### src/design/ssr_consts.vh
// Constants for the sensor configuration and status register block
`ifndef SSR_CONSTS_VH
`define SSR_CONSTS_VH
`define SSR_BIT_RES        0
`define SSR_BIT_NORELOAD   1
`define SSR_BIT_HEATER     2
`define SSR_BIT_TEST       3
`define SSR_BIT_LOWSUPPLY  6
`define SSR_RESET_VAL      8'h00
`define SSR_WR_MASK        8'h07
`define SSR_CMD_READ       5'h07
`define SSR_CMD_WRITE      5'h06
`define SSR_CMD_SOFTRESET  5'h1E
`define SSR_CMD_MEAS_TEMP  5'h03
`define SSR_CMD_MEAS_HUM   5'h05
`define SSR_ADDR           3'h0
`define SSR_IFRESET_CLKS   4'h9
`define SSR_SOFTRESET_MS   11
`define SSR_CLK_HZ         10000000
`endif

### src/design/ssr_status_reg.v
// Sensor configuration and status register with its two-wire serial front end
//
// Behaviour
// - Bit 0 set: humidity 8 bit, temperature 12 bit; clear: 12 and 14 bit.
// - Resolution bit resets to 0, giving full precision conversions.
// - Bit 6 read-only low-supply flag, updated only when a measurement completes.
// - Bit 2 heater enable, resets off, set by a register write.
// - Bits 7, 5, 4 read zero; bit 3 resets zero, host writes zero.
// - Command 00111 reads all eight register bits, 00110 writes bits 2 to 0 only.
// - Soft reset 11110 resets interface and bits 2 to 0, bit 6 kept; 11 ms busy after.
// - Nine or more clocks with data high reset the interface only.
`timescale 1ns/1ps
`include "ssr_consts.vh"
module ssr_status_reg #(
  parameter integer SOFT_RESET_CYCLES = `SSR_SOFTRESET_MS * (`SSR_CLK_HZ / 1000)
) (
  // Clock, reset, enable
  input  wire       ref_clk,
  input  wire       resetn,
  input  wire       clkEn,
  // Serial link pins
  input  wire       sck,
  input  wire       dataIn,
  output wire       dataOut,
  output wire       dataOe,
  // Measurement core
  input  wire       measDone,
  input  wire       lowSupply,
  output reg        measStart,
  output reg        measIsHum,
  output wire [3:0] humBits,
  output wire [3:0] tempBits,
  output wire       heaterOn,
  output wire       otpReload,
  output wire       busy
);

  // ****************************************************
  // Synchronisers and edge detection
  // ****************************************************
  reg [1:0] sckSync_q;
  reg [1:0] datSync_q;
  reg       sckOld_q;
  reg       datOld_q;
  always @(posedge ref_clk or negedge resetn) begin
    if (!resetn) begin
      sckSync_q <= 2'h0;
      datSync_q <= 2'h3;
      sckOld_q  <= 1'b0;
      datOld_q  <= 1'b1;
    end else if (clkEn) begin
      sckSync_q <= {sckSync_q[0], sck};
      datSync_q <= {datSync_q[0], dataIn};
      sckOld_q  <= sckSync_q[1];
      datOld_q  <= datSync_q[1];
    end
  end
  wire sckS   = sckSync_q[1];
  wire datS   = datSync_q[1];
  wire sckRise = sckS & ~sckOld_q;
  wire sckFall = ~sckS & sckOld_q;
  // Start sequence begins with data falling while clock is high
  wire startSeen = sckS & sckOld_q & datOld_q & ~datS;
  // It ends with data rising while clock is high; its second clock pulse carries no bit
  wire startDone = sckS & sckOld_q & ~datOld_q & datS;

  // ****************************************************
  // Frame state machine
  // ****************************************************
  localparam [2:0] ST_IDLE = 3'h0;
  localparam [2:0] ST_CMD  = 3'h1;
  localparam [2:0] ST_ACK  = 3'h2;
  localparam [2:0] ST_WR   = 3'h3;
  localparam [2:0] ST_WACK = 3'h4;
  localparam [2:0] ST_RD   = 3'h5;
  localparam [2:0] ST_RACK = 3'h6;
  localparam [2:0] ST_START = 3'h7;

  reg [2:0]  state_q;
  reg [3:0]  bitCnt_q;
  reg [7:0]  shift_q;
  reg [7:0]  ctrl_q;
  reg        lowSup_q;
  reg        drive_q;
  reg [3:0]  highCnt_q;
  reg [23:0] busyCnt_q;
  reg [4:0]  cmd_q;

  function isValidCmd;
    input [7:0] b;
    begin
      isValidCmd = (b[7:5] == `SSR_ADDR) &&
        (b[4:0] == `SSR_CMD_READ || b[4:0] == `SSR_CMD_WRITE ||
         b[4:0] == `SSR_CMD_SOFTRESET || b[4:0] == `SSR_CMD_MEAS_TEMP ||
         b[4:0] == `SSR_CMD_MEAS_HUM);
    end
  endfunction

  // Register image as read by the host
  wire [7:0] regImage = {1'b0, lowSup_q, 3'h0, ctrl_q[2:0]};

  assign dataOut  = 1'b0;
  assign dataOe   = drive_q;
  assign heaterOn  = ctrl_q[`SSR_BIT_HEATER];
  assign otpReload = ~ctrl_q[`SSR_BIT_NORELOAD];
  assign humBits   = ctrl_q[`SSR_BIT_RES] ? 4'h8 : 4'hC;
  assign tempBits  = ctrl_q[`SSR_BIT_RES] ? 4'hC : 4'hE;
  assign busy      = (busyCnt_q != 24'h0);

  // Interface reset counter: clock pulses while data stays high
  always @(posedge ref_clk or negedge resetn) begin
    if (!resetn)
      highCnt_q <= 4'h0;
    else if (clkEn) begin
      if (!datS)
        highCnt_q <= 4'h0;
      else if (sckRise && highCnt_q != `SSR_IFRESET_CLKS)
        highCnt_q <= highCnt_q + 4'h1;
    end
  end
  // Data falling drops it at once, so a start right after the sequence is not lost
  wire ifReset = (highCnt_q == `SSR_IFRESET_CLKS) && datS;

  always @(posedge ref_clk or negedge resetn) begin
    if (!resetn) begin
      state_q   <= ST_IDLE;
      bitCnt_q  <= 4'h0;
      shift_q   <= 8'h00;
      ctrl_q    <= `SSR_RESET_VAL;
      lowSup_q  <= 1'b0;
      drive_q   <= 1'b0;
      busyCnt_q <= 24'h0;
      cmd_q     <= 5'h00;
      measStart <= 1'b0;
      measIsHum <= 1'b0;
    end else if (clkEn) begin
      measStart <= 1'b0;
      if (busyCnt_q != 24'h0)
        busyCnt_q <= busyCnt_q - 24'h1;
      // Only a finished measurement refreshes the supply flag
      if (measDone)
        lowSup_q <= lowSupply;
      if (ifReset) begin
        // Register contents deliberately untouched
        state_q <= ST_IDLE;
        drive_q <= 1'b0;
      end else if (startSeen && !busy) begin
        state_q  <= ST_START;
        bitCnt_q <= 4'h0;
        drive_q  <= 1'b0;
      end else begin
        case (state_q)
          ST_IDLE: begin
            drive_q <= 1'b0;
          end
          ST_START: begin
            // Counting starts only once the start pattern has finished
            if (startDone) begin
              state_q  <= ST_CMD;
              bitCnt_q <= 4'h0;
            end
          end
          ST_CMD: begin
            if (sckRise) begin
              shift_q  <= {shift_q[6:0], datS};
              bitCnt_q <= bitCnt_q + 4'h1;
            end else if (sckFall && bitCnt_q == 4'h8) begin
              if (isValidCmd(shift_q)) begin
                cmd_q   <= shift_q[4:0];
                drive_q <= 1'b1;
                state_q <= ST_ACK;
              end else
                state_q <= ST_IDLE;
            end
          end
          ST_ACK: begin
            if (sckFall) begin
              drive_q  <= 1'b0;
              bitCnt_q <= 4'h0;
              case (cmd_q)
                `SSR_CMD_WRITE: state_q <= ST_WR;
                `SSR_CMD_READ: begin
                  shift_q <= regImage;
                  drive_q <= ~regImage[7];
                  state_q <= ST_RD;
                end
                `SSR_CMD_SOFTRESET: begin
                  ctrl_q    <= `SSR_RESET_VAL;
                  busyCnt_q <= SOFT_RESET_CYCLES[23:0];
                  state_q   <= ST_IDLE;
                end
                default: begin
                  // Reload choice is visible to the core through otpReload
                  measStart <= 1'b1;
                  measIsHum <= (cmd_q == `SSR_CMD_MEAS_HUM);
                  state_q   <= ST_IDLE;
                end
              endcase
            end
          end
          ST_WR: begin
            if (sckRise) begin
              shift_q  <= {shift_q[6:0], datS};
              bitCnt_q <= bitCnt_q + 4'h1;
            end else if (sckFall && bitCnt_q == 4'h8) begin
              // Test bit and reserved bits are not stored
              ctrl_q  <= shift_q & `SSR_WR_MASK;
              drive_q <= 1'b1;
              state_q <= ST_WACK;
            end
          end
          ST_WACK: begin
            if (sckFall) begin
              drive_q <= 1'b0;
              state_q <= ST_IDLE;
            end
          end
          ST_RD: begin
            if (sckFall) begin
              if (bitCnt_q == 4'h7) begin
                drive_q <= 1'b0;
                state_q <= ST_RACK;
              end else begin
                shift_q  <= {shift_q[6:0], 1'b0};
                drive_q  <= ~shift_q[6];
                bitCnt_q <= bitCnt_q + 4'h1;
              end
            end
          end
          ST_RACK: begin
            if (sckFall)
              state_q <= ST_IDLE;
          end
          default: state_q <= ST_IDLE;
        endcase
      end
    end
  end

endmodule // ssr_status_reg

### config.mk
export PLATFORM = sky130hd
export DESIGN_NAME = ssr_status_reg
export DESIGN_NICKNAME = d
export VERILOG_FILES = /design/src/design/ssr_status_reg.v
export VERILOG_INCLUDE_DIRS = /design/src /design/src/design
export SDC_FILE = /design/constraint.sdc
export NUM_CORES = 1
export LEC_CHECK = 0
export ABC_AREA = 1
export BUFFER_PORTS_ARGS = -buffer_cell sky130_fd_sc_hd__buf_2
export CAP_MARGIN = 20
export CORE_ASPECT_RATIO = 0.9
export CORE_MARGIN = 5
export CORE_UTILIZATION = 65
export CTS_BUF_LIST = sky130_fd_sc_hd__clkbuf_8
export DETAILED_ROUTE_END_ITERATION = 16
export HOLD_SLACK_MARGIN = 0.05
export PLACE_DENSITY = 0.82
export SLEW_MARGIN = 0
export SYNTH_ARGS = -nofsm -noshare
export SYNTH_HDL_FRONTEND = slang
export SYNTH_SLANG_ARGS = --single-unit
export TNS_END_PERCENT = 20
### constraint.sdc
create_clock -name ref_clk -period 2.7 [get_ports ref_clk]
set_input_delay 0.135 -clock ref_clk [delete_from_list [all_inputs] [get_ports ref_clk]]
set_output_delay 0.135 -clock ref_clk [all_outputs]
set_load 0.005 [all_outputs]
# == Yosys cells after proc, flatten, opt, wreduce, memory -nomap -nowiden ==
# Index checks and enable logic that the tools add are counted.
# totals
regBits,61
latch_bits,0
mem_bits_rw,0
romBits,0
inputBits,7
output_inout_bits,15
wordCells,170
n_memories,0
# classes
n_addsub,3
mul,0
n_div,0
magnitude_cmp,0
eq_ne,45
n_shift,0
muxes,60
n_bitwise,17
reduce_logical,30
# ops
operator,n
$mux 24,6
$mux 3,16
$ne 4x4->1 const B,11
$mux 8,5
$mux 4,8
$eq 5x3->1 const B,6
$pmux 8 s3,1
$reduce_bool 24->1,1
$sub 24x1->24 const B,1
$pmux 3 s6,1
$mux 1,17
$pmux 4 s4,1
$reduce_and 8->1,2
$reduce_bool 8->1,2
$eq 3x3->1 const B,4
$ne 2x2->1 const B,6
$ne 3x3->1 const B,4
$pmux 3 s2,2
$reduce_and 11->1,1
$eq 5x5->1 const B,2
$not 1->1,10
$reduce_and 10->1,1
$reduce_and 9->1,1
$add 4x1->4 const B,2
other kinds (23),44

# == Longest topological paths before layout ==
# depth
depth_word,12
depth_mapped,15
depth_no_buf,15

# == Least setup slack after synthesis ==
# Ideal clock, no wire load.
# synth_path
kind,reg-to-reg
start,register busyCnt_q[0]
end,register state_q[1]
setup_time_ns,0.117
arrival_ns,1.587
required_ns,2.583
setup_slack_ns,0.997
path_stages_with_launch,14
path_buffers,0
period_less_slack_ns,1.703
path_cell_list,dfrtp_1 inv_1 ha_1 inv_1 nor2_1 nand2_1 nor2_4 nand3_4 nor2_2 nor2_1 o21ai_2 nand3_1 nand2_1 nand2_1
# synth_via
elab_chain_len,5
# synth_lines
item,line,source
start: declaration,ssr_status_reg.v:86,reg [23:0] busyCnt_q;
start signal: assignment,ssr_status_reg.v:139,busyCnt_q <= busyCnt_q - 24'h1;
start signal: assignment,ssr_status_reg.v:189,busyCnt_q <= SOFT_RESET_CYCLES[23:0];
$reduce_bool 24->1 *,ssr_status_reg.v:108,assign busy = (busyCnt_q != 24'h0);
$logic_not 1->1 *,ssr_status_reg.v:147,end else if (startSeen && !busy) begin
$logic_and 1x1->1 *,ssr_status_reg.v:147,
$ne 4x4->1 (no line) (tied with other cells),n/a,
$reduce_and 11->1 (no line) or $mux 3 (tied branches),n/a,
end signal: assignment,ssr_status_reg.v:145,state_q <= ST_IDLE;
end signal: assignment,ssr_status_reg.v:148,state_q <= ST_START;
end signal: assignment,ssr_status_reg.v:159,state_q <= ST_CMD;
end: declaration,ssr_status_reg.v:79,reg [2:0] state_q;
# Mark *: on every way between the ends. The rest lies on a longest branch, timed or not.
# A chain may end at the register's enable or synchronous reset.

# == Worst setup path in the final report ==
# layout_path
start,register busyCnt_q[17]
end,output port busy
# layout_via
elab_chain_len,1
# layout_lines
item,line,source
$reduce_bool 24->1,ssr_status_reg.v:108,
end: declaration,ssr_status_reg.v:35,output wire busy
# No other way between the ends.

==> flow_summary_export.csv <==
group,metric,value,unit
global_route,grt.overflow.total,0,
cts,numCtsBuffers,9,
logic_synthesis,yosysTopAreaCellShare,39.3,%
finish,final_nets,519,
critical_path,end_kind,"primary output",
finish,drive_above_1_share,16.8,%
global_route,antenna_found_initial,0,
finish,final_cell_mix,"nand2_1 (105), dfrtp_1 (58), nor2_1 (55), inv_1 (53), nand3_1 (33)",
min_path,holdPathEnd,"datSync_q[0]$_DFFE_PN1P_",
global_route,gr-usage-met1,33.6,%
floorplanning,num_rows,26,
pwr,max-vdd-ir-drop,520,uV
critical_path,worstPathRequired,2.57,ns
cts,cts-resized-gates,0,
global_route,top_usage_layer,"met2",
logic_synthesis,synthAdderAreaFrac,2.03,%
floorplanning,initial_core_util,66.1,%
finish,fillCellCount,460,
job,maxCapViolCount,0,
logic_synthesis,synth_seq_cells,61,
global_route,grt_max_degree,62,
cts,clkSinkCount,61,
min_path,hold_start,"clkEn",
finish,area_delta_synth_final,8.46,%
timing,finalSetupViolCount,0,
timing,relSlewSlack,50.0,%
min_path,hp-class,"in -> reg",
logic_synthesis,synth_cells,484,
global_route,grt_pass1_vias,3076,
logic_synthesis,synth-edff-count,0,
floorplanning,dieWidth,89.5,um
logic_synthesis,synth_mux_area_share,0,%
timing,finalCriticalPeriod,1.97,ns
routing,drc,0,
cts,clock_path_buffers,2,
timing,fmaxAchievable,0.508,GHz
critical_path,cp_max_fo,4,
status,status,"completed",
critical_path,rr_worst_depth,14,
finish,diodes,0,
placed_design,place_congestion,0.963,
floorplanning,core_area,5600,um2
pwr,p_leak,0.00191,uW
routing,first_iter_violations,245,
critical_path,arrival,1.84,ns
logic_synthesis,synth.area.top_cells,"dfrtp_1 (39%), nand2_1 (11%), nor2_1 (5.6%)",
logic_synthesis,avgSynthCellArea,7.64,um2
timing,min_period_over_period,73.0,%
logic_synthesis,synth_top_family_by_area,"simple AND/OR/NAND/NOR gates",
logic_synthesis,synth_xor_area_share,2.37,%
logic_synthesis,synth_compound_area_share,9.64,%
finish,final_area,4010,um2
global_route,met3_usage,6.62,%
pwr,powerDensity,745,nW/um2
routing,drt-wirelength-per-cell,14.0,um
placed_design,portBuffers,14,
timing,drv_slew,0,
routing,postRouteAntennaNets,0,
min_path,hold_depth,3,
critical_path,timing_worst_setup_path_type,"reg -> out",
logic_synthesis,synth-async-reset-ratio,100,%
cts,htreeDepth,3,
routing,dr_total_vias,3235,
routing,dr.pass1.iters,5,
cts,cts_root_buffer,"clkbuf_8",
logic_synthesis,synth-main-ff-cell,"dfrtp_1",
critical_path,r2r_slack,0.79,ns
cts,clk_latency,0.36,ns
timing,finClkSkew,0.0143,ns
logic_synthesis,yosys.area_share.simple,35.2,%
logic_synthesis,yosysTopAreaCell,"dfrtp_1",
timing,rsz0062_at_grt,"no",
routing,wl,8160,um
placed_design,place_area,3790,um2
timing,worst_hold_slack,0.193,ns
floorplanning,boundaryPins,22,
critical_path,timing.rr.start,"busyCnt_q[0]$_DFFE_PN0P_",
finish,mostFrequentLayoutCell,"nand2_1",
placed_design,dp_hpwl,5980,um
logic_synthesis,synth_cell_type_count,45,
logic_synthesis,yosys_warnings,0,
routing,vias_per_cell,5.57,
timing,worst_pin_slew,0.750,ns
logic_synthesis,synth_area,3700,um2
critical_path,worstSetupStartpointType,"register",
cts,cts_tree,"yes",
floorplanning,die-area,7300,um2
critical_path,reg2reg_to,"state_q[0]$_DFFE_PN0P_",
global_route,grt_pass1_wl,13900,um
global_route,global_route.usage.met2,39.0,%
global_route,grt_use_total,24.8,%
logic_synthesis,seq_area_frac_synth,41.4,%
timing,timing.setup.tns,0,ns
cts,cts.clk_slew.worst_paths,0.07,ns
floorplanning,fp.dieH,81.6,um
timing,finalHoldViolations,0,
[flip-flops by register name (all words and copies together), names as in the netlist, 2 cells and up]
signal / count
highCnt_q: 4
ctrl_q: 3
datSync_q: 2
cmd_q: 5
state_q: 3
sckSync_q: 2
busyCnt_q: 24
shift_q: 8
bitCnt_q: 4
[power breakdown]
| group | switching (uW) | internal (uW) |
|---|---|---|
| combinational | 619 | 328 |
| clock | 353 | 370 |
| sequential | 209 | 1110 |
| total | 1180 | 1810 |
[layout make-up]
| type | count | area [um2] | share of cell area, % |
|---|---|---|---|
| sequential | 61 | 1530 | 38.2 |
| clock buffer | 11 | 151 | 3.78 |
| multi-input combinational | 349 | 1850 | 46.0 |
| timing repair buffer | 20 | 128 | 3.18 |
| tap | 70 | 87.6 | 2.18 |
| inverter | 65 | 246 | 6.15 |
| clock inverter | 5 | 21.3 | 0.530 |
[critical path, cell delays in order (launching register included)]
cell	delay, ns
dfrtp_1	0.43
nor2_1	0.17
nand2_1	0.16
inv_1	0.15
nand2_1	0.09
nor3_1	0.22
nand2_1	0.12
buf_2	0.14
[cells in the mapped netlist (all sizes together) (2+ instances only)]
cell type  count
o211ai         3
conb           2
nand3b         2
nor3          17
nand2        115
o21ai         34
dfrtp         58
nor3b          2
dfstp          3
xnor2          3
ha             6
buf           12
or2            3
nand3         36
xor2           7
a21oi         16
clkbuf         2
a31oi          3
inv           64
nand4         16
nor2          70
nor4           2
o22ai          4
[logic make-up after synthesis]
group	after synthesis
simple gates	263
buf+inv	79
compound gates	63
flops	61
xor+xnor	10
fa+ha+maj	6
other cells	2
[how the worst max path moves through the flow]
stage                               from                      to  slack [ns]
2_1_floorplan   busyCnt_q[0]$_DFFE_PN0P_  state_q[1]$_DFFE_PN0P_         1.0
3_3_place_gp    busyCnt_q[0]$_DFFE_PN0P_  state_q[1]$_DFFE_PN0P_        0.87
3_5_place_dp    busyCnt_q[0]$_DFFE_PN0P_  state_q[0]$_DFFE_PN0P_        0.80
4_1_cts        busyCnt_q[17]$_DFFE_PN0P_                    busy        0.74
5_1_grt         busyCnt_q[0]$_DFFE_PN0P_  state_q[0]$_DFFE_PN0P_        0.57
6_report       busyCnt_q[17]$_DFFE_PN0P_                    busy        0.73
[metal layers]
layer  part of all wire [%]  vias to the layer above
met5                      0                        -
met4                    1.8                        0
met1                     45                     1482
li1                       -                     1609
met3                    7.8                       17
met2                     45                      127
[metrics by stage]
stage / std cells / worst slack [ns] / utilization, % / power [uW]
after floorplan: 489 / 0.997 / - / 2040
after global placement: 560 / 0.868 / 67.7 / 2210
after detailed placement: 560 / 0.804 / 67.7 / 2260
after CTS: 581 / 0.739 / 71.7 / 2990
after global routing: 581 / 0.574 / 71.7 / 3220
final: 581 / 0.730 / 71.7 / 2990
[timing repair]
| item | 4_1_cts | 5_1_grt |
|---|---|---|
| setup buffers | 0 | 0 |
| hold buffers | 5 | 0 |
| hold endpoints to repair | 61 | 0 |
No activity file was read; power rests on OpenSTA's default activity.
